<file path="src/pkg/mirl_pkg.sv">
// Shared constants and types of the interrupt request logic
`default_nettype none
package mirl_pkg;
  // Bus geometry
  localparam int unsigned ADDR_W        = 8;
  localparam int unsigned DATA_W        = 32;
  // Source counts
  localparam int unsigned NUM_TM        = 3;
  localparam int unsigned NUM_MF        = 3;
  localparam int unsigned NUM_UART_COND = 6;
  localparam int unsigned NUM_FLAGS     = 15;
  localparam int unsigned NUM_VEC       = 8;
  localparam int unsigned VEC_W         = 3;
  // Positions of request flags in the flag vector
  localparam int unsigned FL_SERIAL     = 0;
  localparam int unsigned FL_NV         = 1;
  localparam int unsigned FL_UART       = 2;
  localparam int unsigned FL_TB0        = 3;
  localparam int unsigned FL_TB1        = 4;
  localparam int unsigned FL_MF0        = 5;
  localparam int unsigned FL_TPM0       = 8;
  localparam int unsigned FL_TSM0       = 11;
  localparam int unsigned FL_LVD        = 14;
  // Register byte offsets
  localparam logic [ADDR_W-1:0] OFS_CTRL     = 8'h00;
  localparam logic [ADDR_W-1:0] OFS_ENABLE   = 8'h04;
  localparam logic [ADDR_W-1:0] OFS_TM_EN    = 8'h08;
  localparam logic [ADDR_W-1:0] OFS_FLAGS    = 8'h0c;
  localparam logic [ADDR_W-1:0] OFS_FLAG_SET = 8'h10;
  localparam logic [ADDR_W-1:0] OFS_TBC      = 8'h14;
  localparam logic [ADDR_W-1:0] OFS_STATUS   = 8'h18;
  // Enable register fields
  localparam int unsigned EN_W          = 9;
  localparam int unsigned EN_SERIAL     = 0;
  localparam int unsigned EN_NV         = 1;
  localparam int unsigned EN_UART       = 2;
  localparam int unsigned EN_TB0        = 3;
  localparam int unsigned EN_TB1        = 4;
  localparam int unsigned EN_MF0        = 5;
  localparam int unsigned EN_LVD        = 8;
  localparam int unsigned TM_EN_W       = 6;
  localparam int unsigned TM_EN_SEC0    = 3;
  // Status register fields
  localparam int unsigned ST_BUSY_BIT   = 4;
  localparam int unsigned ST_UART_LSB   = 8;
  // Time-base control fields and reset value
  localparam logic [7:0]  TBC_RESET     = 8'h37;
  localparam int unsigned TBC_RUN       = 7;
  localparam int unsigned TBC_CLK_SEL   = 6;
  localparam int unsigned TBC_T1_LSB    = 4;
  localparam int unsigned TBC_SLOW_CRYSTAL_LOW_POWER     = 3;
  localparam int unsigned TBC_T0_LSB    = 0;
  localparam int unsigned TICK0_SEL_W   = 3;
  localparam int unsigned TICK1_SEL_W   = 2;
  localparam int unsigned TICK0_LOG2    = 8;
  localparam int unsigned TICK1_LOG2    = 12;
  localparam int unsigned TICK_CNT_W    = 15;
  localparam int unsigned PRESCALE_W    = 2;
  // Vector numbers, lowest number served first
  localparam logic [VEC_W-1:0] VEC_MF0    = 3'h0;
  localparam logic [VEC_W-1:0] VEC_MF2    = 3'h2;
  localparam logic [VEC_W-1:0] VEC_SERIAL = 3'h3;
  localparam logic [VEC_W-1:0] VEC_NV     = 3'h4;
  localparam logic [VEC_W-1:0] VEC_UART   = 3'h5;
  localparam logic [VEC_W-1:0] VEC_TB0    = 3'h6;
  localparam logic [VEC_W-1:0] VEC_TB1    = 3'h7;
  // Service sequencer states
  typedef enum logic [0:0] {ST_IDLE, ST_CALL} mirl_svc_state_t;
endpackage
`default_nettype wire

</file>
<file path="src/logic/mirl_flag_bank.sv">
// Bank of sticky request flags with hardware and software set and clear
`default_nettype none
`timescale 1ns/10ps
module mirl_flag_bank #(
  parameter int unsigned W = 1
) (
  input  wire logic         core_clk_i,
  input  wire logic         nrst_i,
  input  wire logic [W-1:0] hw_set_i,
  input  wire logic [W-1:0] hw_clr_i,
  input  wire logic [W-1:0] sw_set_i,
  input  wire logic [W-1:0] sw_clr_i,
  output logic      [W-1:0] flags_o,
  output logic      [W-1:0] rise_o
);
  import mirl_pkg::*;

  typedef struct packed {
    logic [W-1:0] flags;
    logic [W-1:0] rise;
  } mirl_bank_state_t;

  mirl_bank_state_t st_r;
  mirl_bank_state_t st_nxt;

  // Sets win over clears; rise marks low-to-high changes
  always_comb begin
    st_nxt       = st_r;
    st_nxt.flags = (st_r.flags & ~(hw_clr_i | sw_clr_i)) | hw_set_i | sw_set_i;
    st_nxt.rise  = st_nxt.flags & ~st_r.flags;
  end

  always_ff @(posedge core_clk_i or negedge nrst_i) begin
    if (!nrst_i) begin
      st_r <= '0;
    end else begin
      st_r <= st_nxt;
    end
  end

  assign flags_o = st_r.flags;
  assign rise_o  = st_r.rise;
endmodule // mirl_flag_bank
`default_nettype wire

</file>
<file path="src/logic/mirl_tick_div.sv">
// Time-base divider producing the two periodic tick pulses
`default_nettype none
`timescale 1ns/10ps
module mirl_tick_div (
  input  wire logic                             core_clk_i,
  input  wire logic                             nrst_i,
  input  wire logic                             src_tick_i,
  input  wire logic                             run_i,
  input  wire logic [mirl_pkg::TICK0_SEL_W-1:0] tick0_sel_i,
  input  wire logic [mirl_pkg::TICK1_SEL_W-1:0] tick1_sel_i,
  output logic                                  tick0_o,
  output logic                                  tick1_o
);
  import mirl_pkg::*;

  typedef struct packed {
    logic [TICK_CNT_W-1:0] cnt;
    logic                  tick0;
    logic                  tick1;
  } mirl_div_state_t;

  mirl_div_state_t       st_r;
  mirl_div_state_t       st_nxt;
  logic [3:0]            shamt0;
  logic [3:0]            shamt1;
  logic [TICK_CNT_W:0]   full0;
  logic [TICK_CNT_W:0]   full1;
  logic [TICK_CNT_W-1:0] mask0;
  logic [TICK_CNT_W-1:0] mask1;

  // Ratio masks 2^8..2^15 and 2^12..2^15
  always_comb begin
    shamt0 = 4'(TICK0_LOG2) + {1'b0, tick0_sel_i};
    shamt1 = 4'(TICK1_LOG2) + {2'b00, tick1_sel_i};
    full0  = (TICK_CNT_W+1)'(1) << shamt0;
    full1  = (TICK_CNT_W+1)'(1) << shamt1;
    mask0  = TICK_CNT_W'(full0 - (TICK_CNT_W+1)'(1));
    mask1  = TICK_CNT_W'(full1 - (TICK_CNT_W+1)'(1));
  end

  // Free counter of source ticks; a tick fires on each rollover
  always_comb begin
    st_nxt       = st_r;
    st_nxt.tick0 = 1'b0;
    st_nxt.tick1 = 1'b0;
    if (!run_i) begin
      st_nxt.cnt = '0;
    end else if (src_tick_i) begin
      st_nxt.cnt   = TICK_CNT_W'(st_r.cnt + 1'b1);
      st_nxt.tick0 = ((st_r.cnt & mask0) == mask0);
      st_nxt.tick1 = ((st_r.cnt & mask1) == mask1);
    end
  end

  always_ff @(posedge core_clk_i or negedge nrst_i) begin
    if (!nrst_i) begin
      st_r <= '0;
    end else begin
      st_r <= st_nxt;
    end
  end

  assign tick0_o = st_r.tick0;
  assign tick1_o = st_r.tick1;
endmodule // mirl_tick_div
`default_nettype wire

</file>
<file path="src/logic/mirl_irq_core.sv">
// Interrupt request, vectoring and wake-up logic with APB registers
// Functional notes
// - Serial flag set per byte sent/received
// - Serial call: global, serial enable, stack ok
// - Serial service clears its flag and global
// - Nonvolatile flag set when write completes
// - Nonvolatile call: global, enable, stack ok
// - Nonvolatile service clears flag and global
// - Two timer flags per timer, two enables
// - Timer call via grouped flag, three enables
// - Timer service clears grouped flag and global only
// - Low supply flag routes via grouped interrupt
// - Low supply flag survives service; software clears
// - Six UART conditions raise UART request
// - UART call: global, UART enable, stack ok
// - Sleep: any flag rise wakes, enables ignored
// - Three grouped flags set by contained sources
// - Return-from-irq sets global; plain return not
//
// Chosen here: the register addresses and the APB register port.
`default_nettype none
`timescale 1ns/10ps
module mirl_irq_core (
  input  wire logic                                core_clk_i,
  input  wire logic                                nrst_i,
  input  wire logic                                psel_i,
  input  wire logic                                penable_i,
  input  wire logic                                pwrite_i,
  input  wire logic [mirl_pkg::ADDR_W-1:0]         paddr_i,
  input  wire logic [mirl_pkg::DATA_W-1:0]         pwdata_i,
  output logic      [mirl_pkg::DATA_W-1:0]         prdata_o,
  output logic                                     pready_o,
  output logic                                     pslverr_o,
  input  wire logic                                serial_byte_done_i,
  input  wire logic                                nv_write_done_i,
  input  wire logic [mirl_pkg::NUM_TM-1:0]         timer_period_match_i,
  input  wire logic [mirl_pkg::NUM_TM-1:0]         timer_second_match_i,
  input  wire logic                                low_supply_detect_i,
  input  wire logic [mirl_pkg::NUM_UART_COND-1:0]  serial_port_cond_i,
  input  wire logic                                tbc_tick_i,
  input  wire logic                                stack_full_i,
  input  wire logic                                vec_ack_i,
  input  wire logic                                return_from_irq_i,
  input  wire logic                                plain_return_i,
  input  wire logic                                sleep_i,
  output logic                                     vec_req_o,
  output logic      [mirl_pkg::VEC_W-1:0]          vec_code_o,
  output logic                                     global_irq_enable_o,
  output logic                                     slow_crystal_low_power_o,
  output logic                                     wake_o
);
  import mirl_pkg::*;

  typedef struct packed {
    mirl_svc_state_t       state;
    logic                  gie;
    logic [EN_W-1:0]       en;
    logic [TM_EN_W-1:0]    tm_en;
    logic [7:0]            time_base_control;
    logic [VEC_W-1:0]      vec_code;
    logic [DATA_W-1:0]     prdata;
    logic [PRESCALE_W-1:0] prescale;
    logic                  uart_any;
    logic                  lvd_prev;
    logic                  wake;
  } mirl_core_state_t;

  mirl_core_state_t       st_r;
  mirl_core_state_t       st_nxt;
  logic [NUM_FLAGS-1:0]   flags;
  logic [NUM_FLAGS-1:0]   rise;
  logic [NUM_FLAGS-1:0]   hw_set;
  logic [NUM_FLAGS-1:0]   hw_clr;
  logic [NUM_FLAGS-1:0]   sw_set;
  logic [NUM_FLAGS-1:0]   sw_clr;
  logic [NUM_VEC-1:0]     req_vec;
  logic [NUM_MF-1:0]      mf_set;
  logic [VEC_W-1:0]       pick;
  logic                   src_tick;
  logic                   tick0;
  logic                   tick1;
  logic                   setup_ph;
  logic                   wr_acc;
  logic                   addr_hit;
  logic [DATA_W-1:0]      rd_mux;
  logic                   ack_ok;

  // APB phase decode; zero wait states
  assign setup_ph  = psel_i & ~penable_i;
  assign wr_acc    = psel_i & penable_i & pwrite_i;
  assign addr_hit  = (paddr_i == OFS_CTRL) | (paddr_i == OFS_ENABLE) |
                     (paddr_i == OFS_TM_EN) | (paddr_i == OFS_FLAGS) |
                     (paddr_i == OFS_FLAG_SET) | (paddr_i == OFS_TBC) |
                     (paddr_i == OFS_STATUS);
  assign pready_o  = 1'b1;
  assign pslverr_o = psel_i & penable_i & ~addr_hit;

  // Read data mux
  always_comb begin
    rd_mux = '0;
    case (paddr_i)
      OFS_CTRL:     rd_mux[0] = st_r.gie;
      OFS_ENABLE:   rd_mux[EN_W-1:0] = st_r.en;
      OFS_TM_EN:    rd_mux[TM_EN_W-1:0] = st_r.tm_en;
      OFS_FLAGS:    rd_mux[NUM_FLAGS-1:0] = flags;
      OFS_TBC:      rd_mux[7:0] = st_r.time_base_control;
      OFS_STATUS: begin
        rd_mux[VEC_W-1:0]   = st_r.vec_code;
        rd_mux[ST_BUSY_BIT] = (st_r.state == ST_CALL);
        rd_mux[ST_UART_LSB +: NUM_UART_COND] = serial_port_cond_i;
      end
      default:      rd_mux = '0;
    endcase
  end

  // Software writes to the flag register: one clears, the set register sets
  always_comb begin
    sw_clr = '0;
    sw_set = '0;
    if (wr_acc && paddr_i == OFS_FLAGS) begin
      sw_clr = pwdata_i[NUM_FLAGS-1:0];
    end
    if (wr_acc && paddr_i == OFS_FLAG_SET) begin
      sw_set = pwdata_i[NUM_FLAGS-1:0];
    end
  end

  // Grouped flags: set when a contained, enabled source rises
  always_comb begin
    for (int n = 0; n < NUM_MF; n++) begin
      mf_set[n] = (rise[FL_TPM0+n] & st_r.tm_en[n]) |
                  (rise[FL_TSM0+n] & st_r.tm_en[TM_EN_SEC0+n]);
    end
    mf_set[NUM_MF-1] = mf_set[NUM_MF-1] | (rise[FL_LVD] & st_r.en[EN_LVD]);
  end

  // Hardware sets of the request flags
  always_comb begin
    hw_set            = '0;
    hw_set[FL_SERIAL] = serial_byte_done_i;
    hw_set[FL_NV]     = nv_write_done_i;
    hw_set[FL_UART]   = (|serial_port_cond_i) & ~st_r.uart_any;
    hw_set[FL_TB0]    = tick0;
    hw_set[FL_TB1]    = tick1;
    hw_set[FL_MF0 +: NUM_MF]  = mf_set;
    hw_set[FL_TPM0 +: NUM_TM] = timer_period_match_i;
    hw_set[FL_TSM0 +: NUM_TM] = timer_second_match_i;
    hw_set[FL_LVD]    = low_supply_detect_i & ~st_r.lvd_prev;
  end

  // Vector requests, each gated by global enable and stack room
  always_comb begin
    req_vec = '0;
    for (int n = 0; n < NUM_MF; n++) begin
      req_vec[VEC_MF0 + VEC_W'(n)] = st_r.en[EN_MF0+n] & flags[FL_MF0+n];
    end
    req_vec[VEC_SERIAL] = st_r.en[EN_SERIAL] & flags[FL_SERIAL];
    req_vec[VEC_NV]     = st_r.en[EN_NV] & flags[FL_NV];
    req_vec[VEC_UART]   = st_r.en[EN_UART] & flags[FL_UART];
    req_vec[VEC_TB0]    = st_r.en[EN_TB0] & flags[FL_TB0];
    req_vec[VEC_TB1]    = st_r.en[EN_TB1] & flags[FL_TB1];
    req_vec = req_vec & {NUM_VEC{st_r.gie & ~stack_full_i}};
  end

  // Lowest pending vector number wins
  always_comb begin
    pick = '0;
    for (int i = NUM_VEC - 1; i >= 0; i--) begin
      if (req_vec[i]) begin
        pick = VEC_W'(i);
      end
    end
  end

  // Flag cleared by the processor taking the call
  assign ack_ok = (st_r.state == ST_CALL) & vec_ack_i;
  always_comb begin
    hw_clr = '0;
    if (ack_ok) begin
      case (st_r.vec_code)
        VEC_SERIAL: hw_clr[FL_SERIAL] = 1'b1;
        VEC_NV:     hw_clr[FL_NV] = 1'b1;
        VEC_UART:   hw_clr[FL_UART] = 1'b1;
        VEC_TB0:    hw_clr[FL_TB0] = 1'b1;
        VEC_TB1:    hw_clr[FL_TB1] = 1'b1;
        default:    hw_clr[FL_MF0 + int'(st_r.vec_code)] = 1'b1;
      endcase
    end
  end

  // Time-base source: external tick or system clock over four
  assign src_tick = st_r.time_base_control[TBC_CLK_SEL] ? (&st_r.prescale) : tbc_tick_i;

  // Next-state logic: registers, service sequencer, wake
  always_comb begin
    st_nxt          = st_r;
    st_nxt.prescale = PRESCALE_W'(st_r.prescale + 1'b1);
    st_nxt.uart_any = |serial_port_cond_i;
    st_nxt.lvd_prev = low_supply_detect_i;
    st_nxt.wake     = sleep_i & (|rise);
    if (setup_ph) begin
      st_nxt.prdata = rd_mux;
    end
    if (wr_acc) begin
      case (paddr_i)
        OFS_CTRL:   st_nxt.gie = pwdata_i[0];
        OFS_ENABLE: st_nxt.en = pwdata_i[EN_W-1:0];
        OFS_TM_EN:  st_nxt.tm_en = pwdata_i[TM_EN_W-1:0];
        OFS_TBC:    st_nxt.time_base_control = pwdata_i[7:0];
        default:    st_nxt.time_base_control = st_r.time_base_control;
      endcase
    end
    case (st_r.state)
      ST_IDLE: begin
        if (|req_vec) begin
          st_nxt.vec_code = pick;
          st_nxt.state    = ST_CALL;
        end
      end
      ST_CALL: begin
        if (vec_ack_i) begin
          st_nxt.gie   = 1'b0;
          st_nxt.state = ST_IDLE;
        end else if (!st_r.gie) begin
          st_nxt.state = ST_IDLE;
        end
      end
      default: st_nxt.state = ST_IDLE;
    endcase
    if (return_from_irq_i) begin
      st_nxt.gie = 1'b1;
    end
  end

  always_ff @(posedge core_clk_i or negedge nrst_i) begin
    if (!nrst_i) begin
      st_r       <= '0;
      st_r.state <= ST_IDLE;
      st_r.time_base_control   <= TBC_RESET;
    end else begin
      st_r <= st_nxt;
    end
  end

  mirl_flag_bank #(.W(NUM_FLAGS)) u_flags (
    .core_clk_i (core_clk_i),
    .nrst_i     (nrst_i),
    .hw_set_i   (hw_set),
    .hw_clr_i   (hw_clr),
    .sw_set_i   (sw_set),
    .sw_clr_i   (sw_clr),
    .flags_o    (flags),
    .rise_o     (rise)
  );

  mirl_tick_div u_div (
    .core_clk_i  (core_clk_i),
    .nrst_i      (nrst_i),
    .src_tick_i  (src_tick),
    .run_i       (st_r.time_base_control[TBC_RUN]),
    .tick0_sel_i (st_r.time_base_control[TBC_T0_LSB +: TICK0_SEL_W]),
    .tick1_sel_i (st_r.time_base_control[TBC_T1_LSB +: TICK1_SEL_W]),
    .tick0_o     (tick0),
    .tick1_o     (tick1)
  );

  // Outputs from state
  assign prdata_o                 = st_r.prdata;
  assign vec_req_o                = (st_r.state == ST_CALL);
  assign vec_code_o               = st_r.vec_code;
  assign global_irq_enable_o      = st_r.gie;
  assign slow_crystal_low_power_o = st_r.time_base_control[TBC_SLOW_CRYSTAL_LOW_POWER];
  assign wake_o                   = st_r.wake;
endmodule // mirl_irq_core
`default_nettype wire

</file>
<file path="config.mk">
export PLATFORM = sky130hd
export DESIGN_NAME = mirl_irq_core
export DESIGN_NICKNAME = d
export VERILOG_FILES = /design/src/pkg/mirl_pkg.sv /design/src/logic/mirl_flag_bank.sv /design/src/logic/mirl_tick_div.sv /design/src/logic/mirl_irq_core.sv
export SDC_FILE = /design/constraint.sdc
export NUM_CORES = 1
export LEC_CHECK = 0
export BUFFER_PORTS_ARGS = -buffer_cell sky130_fd_sc_hd__buf_4
export CAP_MARGIN = 15
export CORE_AREA = 3 3 117 119
export CTS_BUF_LIST = sky130_fd_sc_hd__clkbuf_8
export DETAILED_ROUTE_END_ITERATION = 7
export DIE_AREA = 0 0 120 122
export HOLD_SLACK_MARGIN = 0.08
export PLACE_DENSITY = 0.62
export RECOVER_POWER = 100
export REMOVE_ABC_BUFFERS = 1
export SLEW_MARGIN = 20
export SYNTH_ARGS = -nofsm -noshare
export SYNTH_HDL_FRONTEND = slang
export SYNTH_SLANG_ARGS = --single-unit
</file>
<file path="constraint.sdc">
create_clock -name core_clk_i -period 4.3 [get_ports core_clk_i]
set_input_delay 0.215 -clock core_clk_i [delete_from_list [all_inputs] [get_ports core_clk_i]]
set_output_delay 0.215 -clock core_clk_i [all_outputs]
set_load 0.01 [all_outputs]
</file>
Word-level counts from Yosys, hierarchy flattened

Index checks and enable logic that the tools add are counted.

Add/sub/neg operators: 7
Multiply operators: 0
Divide/modulo/power cells: 0
Magnitude comparators: 2
Eq/ne operators: 14
Shifts and indexed selects: 2
Mux-type cells: 44
Bitwise operators: 50
Reduce and logical (&&, ||, !) cells: 18

Operator list:

| operator                                                              | number |
|---|---|
| 15-bit AND                                                            | 4 |
| 15-bit 2-to-1 mux                                                     | 4 |
| 15-bit bitwise OR                                                     | 3 |
| 15-bit equality test                                                  | 2 |
| 15-bit inverter                                                       | 2 |
| 1-bit by 4-bit << shifter with 15-bit output, first input constant    | 2 |
| 15-bit by 1-bit subtractor with 15-bit output, second input constant  | 2 |
| 1-bit AND                                                             | 24 |
| 8-bit by 5-bit equality test with 1-bit output, second input constant | 3 |
| 24-bit 2-to-1 mux                                                     | 1 |
| 3-bit 2-to-1 mux                                                      | 8 |
| 4-bit OR reduction                                                    | 5 |
| 17-bit 2-to-1 mux                                                     | 1 |
| 8-bit by 4-bit equality test with 1-bit output, second input constant | 2 |
| 15-bit by 1-bit adder with 15-bit output, second input constant       | 1 |
| 15-bit OR reduction                                                   | 1 |
| 3-bit equality test, second input constant                            | 4 |
| 1-bit one-hot mux with 2 select lines                                 | 6 |
| 1-bit 2-to-1 mux                                                      | 10 |
| 10-bit 2-to-1 mux                                                     | 1 |
| 1-bit bitwise OR                                                      | 10 |
| 2-bit one-hot mux with 5 select lines                                 | 1 |
| 5-bit one-hot mux with 2 select lines                                 | 1 |
| 2-bit AND reduction                                                   | 5 |
| other kinds (25)                                                      | 34 |

Register bits: 95
Bits in latches: 0
RAM bits: 0
Bits in read-only memories: 0
Input port bits: 66
Logic and storage cells: 153
Memories kept: 0

Logic depth before layout (Yosys ltp)

Depth in word-level cells: 13
Mapped depth: 8
Depth with buffers taken out: 7

Hierarchy

Synthesis repeated with hierarchy kept, for this count alone.

Cell total of the unflattened synthesis: 511
Area, all modules: 5188.7 µm²

Modules (own cells, without submodules):

| module         | instances | cells each | area an instance (µm²) | seq. area each (µm²) |
|---|---|---|---|---|
| mirl_irq_core  | 1         | 329        | 3131.8                 | 1207.4 |
| mirl_flag_bank | 1         | 90         | 1088.5                 | 750.7 |
| mirl_tick_div  | 1         | 92         | 968.4                  | 425.4 |

Worst setup path after synthesis

OpenSTA, ideal clock, no wires.

Path type: register to register
Start: reg st_r[42] (netlist name)
End: reg u_div.st_r (netlist bit u_div.tick0_o)
Library setup time: 67 ps
Data arrival time: 1665 ps
Data required time: 4233 ps
Slack: 2568 ps
Stages on the path, launching flop included: 9
Cells stage by stage: dfstp_2 -> clkbuf_1 -> nor3_1 -> inv_1 -> ha_1 -> nor3_1 -> a21o_1 -> a32oi_1 -> o2111a_1

RTL lines:

| what                     | RTL line             | text |
|---|---|---|
| start: declaration       | mirl_irq_core.sv:68  | `mirl_core_state_t st_r;` |
| start signal: assignment | mirl_irq_core.sv:241 | `st_r <= st_nxt;` |
| end signal: assignment   | mirl_tick_div.sv:59  | `st_r <= st_nxt;` |
| end: declaration         | mirl_tick_div.sv:22  | `mirl_div_state_t st_r;` |

==> results.json <==
{
  "status": "complete, but fails checks",
  "violations": "max-capacitance violations, max-slew violations",
  "cts_sinks": 95,
  "final.fill_count": 1253,
  "hold-path-cell-count": 4,
  "drive_gt1_share_pct": 17.7,
  "diodes": 0,
  "io_pins": 107,
  "ir_drop_mv": 0.128,
  "worstReg2RegStart": "vec_code_o[1]$_DFFE_PN0P_",
  "critPathMaxFanout": 72,
  "critPathMaxStageDelay_ns": 1.24,
  "clk_pin_slew_worst_paths_ns": 0.10,
  "fin_util_pct": 44.5,
  "io_buffers": 70,
  "rsz0062_at_grt": "false",
  "ys.warnings.count": 0,
  "drc": 0,
  "worstHoldStart": "pwdata_i[12]",
  "cp.arrival_ns": 3.04,
  "grt_max_degree": 73,
  "p_int_mw": 1.21,
  "mostFrequentLayoutCells": "dfrtp_1, nand2_1, buf_4",
  "synthesis.area_um2": 4920,
  "cts_tree": "yes",
  "end_kind": "asynchronous set/reset pin",
  "multi_input_area_um2": 2150,
  "cp_data_required_time_ns": 4.58,
  "ys_seq_area_share_pct": 48.5,
  "async_flop_share_pct": 100,
  "final_common_cell": "dfrtp_1",
  "r2r_slack_ns": 2.35,
  "cp-start-kind": "primary input",
  "fmax_mhz": 362,
  "maxSlewViolCount": 73,
  "yosys_most_used_dff": "dfrtp_1",
  "antenna_found_initial": 0,
  "sw_frac_of_total_pct": 28.2,
  "worst_path_max_delay_cell": "clkbuf_2",
  "via_per_inst": 5.16,
  "die_area_um2": 14600,
  "cts_buffer_depth": 2,
  "globalRouteOverflowTotal": 0,
  "hold_class": "in2reg",
  "crit_path_cell_trace": "dlygate4sd3_1, clkbuf_2, clkbuf_1",
  "max_slew_margin_pct": -15.2,
  "setup_viol": 0,
  "combinationalPowerShare_pct": 10.2,
  "syn_area_per_cell_um2": 10.0,
  "seqPwrFrac_pct": 55.7,
  "rows": 41,
  "reg2reg_depth": 6,
  "maxCapViolCount": 1,
  "grt_pass1_vias": 3793,
  "final_nets": 626,
  "fin_skew_ns": 0.0108,
  "core_area_um2": 12700,
  "worst_pin_slew_ns": 1.73,
  "tns_ns": 0,
  "detailed_place_hpwl_um": 8850,
  "ant_nets": 0,
  "p_switching_mw": 0.474,
  "synth_cell_types": 58,
  "track_usage_pct": 17.0,
  "fin_crit_sh_pct": 64.3,
  "cts_inserted_buffers": 9,
  "min_period_ns": 2.77,
  "grt_pass1_wl_um": 19700,
  "clockPowerShare_pct": 34.1,
  "dr.pass1.iters": 6,
  "leakage_nw": 2.54,
  "crit_type": "in2async",
  "wl_per_cell_um": 16.4,
  "dr_total_vias": 3774,
  "hold_slack_ns": 0.0985,
  "gp_congestion": 0.866,
  "synthCells": 490,
  "htreeDepth": 3,
  "hold_viol_final": 0,
  "die_h_um": 122,
  "routed_wl_um": 12000,
  "post_cts_buffers": 0,
  "synth_edf_count": 0,
  "synth_seq_cells": 95,
  "power.density_nw_per_um2": 298,
  "initial_core_util_pct": 38.8,
  "synthToLayoutAreaGrowth_pct": 14.6,
  "die_x_um": 120,
  "rr_endpoint": "u_flags.flags_o[1]$_DFF_PN0_",
  "seq_area_um2": 2380,
  "initialDrtViolationCount": 217,
  "clockRootBuffer": "clkbuf_8",
  "holdPathEnd": "u_flags.flags_o[12]$_DFF_PN0_",
  "clk-insertion-delay-late_ns": 0.37
}
-- stage by stage --
stage               total power, mW  area, um2  worst slack, ns  std cells
floorplan                      1.01       4600             2.53        449
detailed placement             1.12       5350             2.34        692
CTS                            1.71       5770             1.76        732
global route                   1.76       5630            0.978        732
global placement               1.12       5350             2.34        692
finish                         1.68       5630             1.53        732
-- worst max-delay path: cells and delay by family --
family	cells	cell delay [ns]
buffers and inverters	3	2.80
-- state kept, by name (all words and copies together), names as in the netlist, 3 cells and up --
| name | flops |
|---|---|
| vec_code_o | 3 |
| u_flags.flags_o | 15 |
| st_r | 26 |
| u_div.st_r | 15 |
| prdata_o | 15 |
| u_flags.rise_o | 15 |
-- routing by layer --
| layer | wire length (um) | GRT usage (%) |
|---|---|---|
| met1 | 6000 | 25.4 |
| met2 | 5250 | 25.7 |
| met3 | 630 | 2.92 |
| met4 | 131 | 4.22 |
| met5 | 0 | 0 |
-- area by class of cell --
cell class | count | share of cell area [%]
Clock buffer | 9 | 2.20
Inverter | 7 | 0.466
Multi-Input combinational cell | 347 | 38.2
Sequential cell | 95 | 42.3
Clock inverter | 7 | 1.11
Tap cell | 172 | 3.82
Timing Repair Buffer | 95 | 11.9
-- cell families (layout without fill, tap and decap cells) --
family / count (synthesis) / count (layout) / synth area share [%]
compound gates: 89 / 89 / 12.2
xor+xnor: 14 / 14 / 2.49
fa+ha+maj: 5 / 5 / 1.27
buf+inv: 64 / 118 / 8.27
flops: 95 / 95 / 48.5
mux: 36 / 36 / 8.45
other cells: 2 / 18 / 0.153
simple gates: 185 / 185 / 18.7
-- synthesized netlist by cell type, drive strengths merged (5+ instances only) --
| cell type | count | area (um2) |
|---|---|---|
| ha | 5 | 62.6 |
| nor4 | 6 | 43.8 |
| buf | 49 | 350 |
| nor2b | 8 | 50.1 |
| mux2 | 31 | 353 |
| xnor2 | 6 | 52.6 |
| nor3 | 8 | 56.3 |
| nand2 | 79 | 297 |
| and2 | 13 | 81.3 |
| a21o | 6 | 45.0 |
| nor2 | 36 | 143 |
| xor2 | 8 | 70.1 |
| o21ai | 16 | 80.1 |
| dfstp | 5 | 131 |
| a22oi | 10 | 75.1 |
| nand3 | 9 | 45.0 |
| inv | 7 | 26.3 |
| and3 | 5 | 31.3 |
| clkbuf | 8 | 30.0 |
| dfrtp | 90 | 2250 |
| a21oi | 25 | 125 |
| nand4 | 6 | 52.6 |
-- power groups by stage --
stage,sequential (mW),clock (mW),combinational [mW]
floorplan,0.945,0,0.0657
global placement,0.952,0,0.164
detailed placement,0.954,0,0.166
CTS,0.937,0.593,0.182
global route,0.939,0.629,0.191
finish,0.936,0.574,0.171
-- what timing repair did --
item	CTS	global route
hold buffers	24	0
gates resized for setup	0	0
endpoints found under the hold margin	91	0
-- worst max path at each step --
| stage | startpoint | to | depth (start not counted) |
|---|---|---|---|
| floorplan | vec_code_o[1]$_DFFE_PN0P_ | u_flags.flags_o[1]$_DFF_PN0_ | 6 |
| global placement | paddr_i[5] | u_flags.rise_o[0]$_DFF_PN0_ | 6 |
| detailed placement | paddr_i[5] | u_flags.rise_o[7]$_DFF_PN0_ | 6 |
| CTS | paddr_i[5] | u_flags.flags_o[11]$_DFF_PN0_ | 8 |
| global route | nrst_i | u_div.st_r[16]$_DFFE_PN0P_ | 3 |
| finish | nrst_i | u_div.st_r[16]$_DFFE_PN0P_ | 3 |
Power figures use the tool's default switching activity.
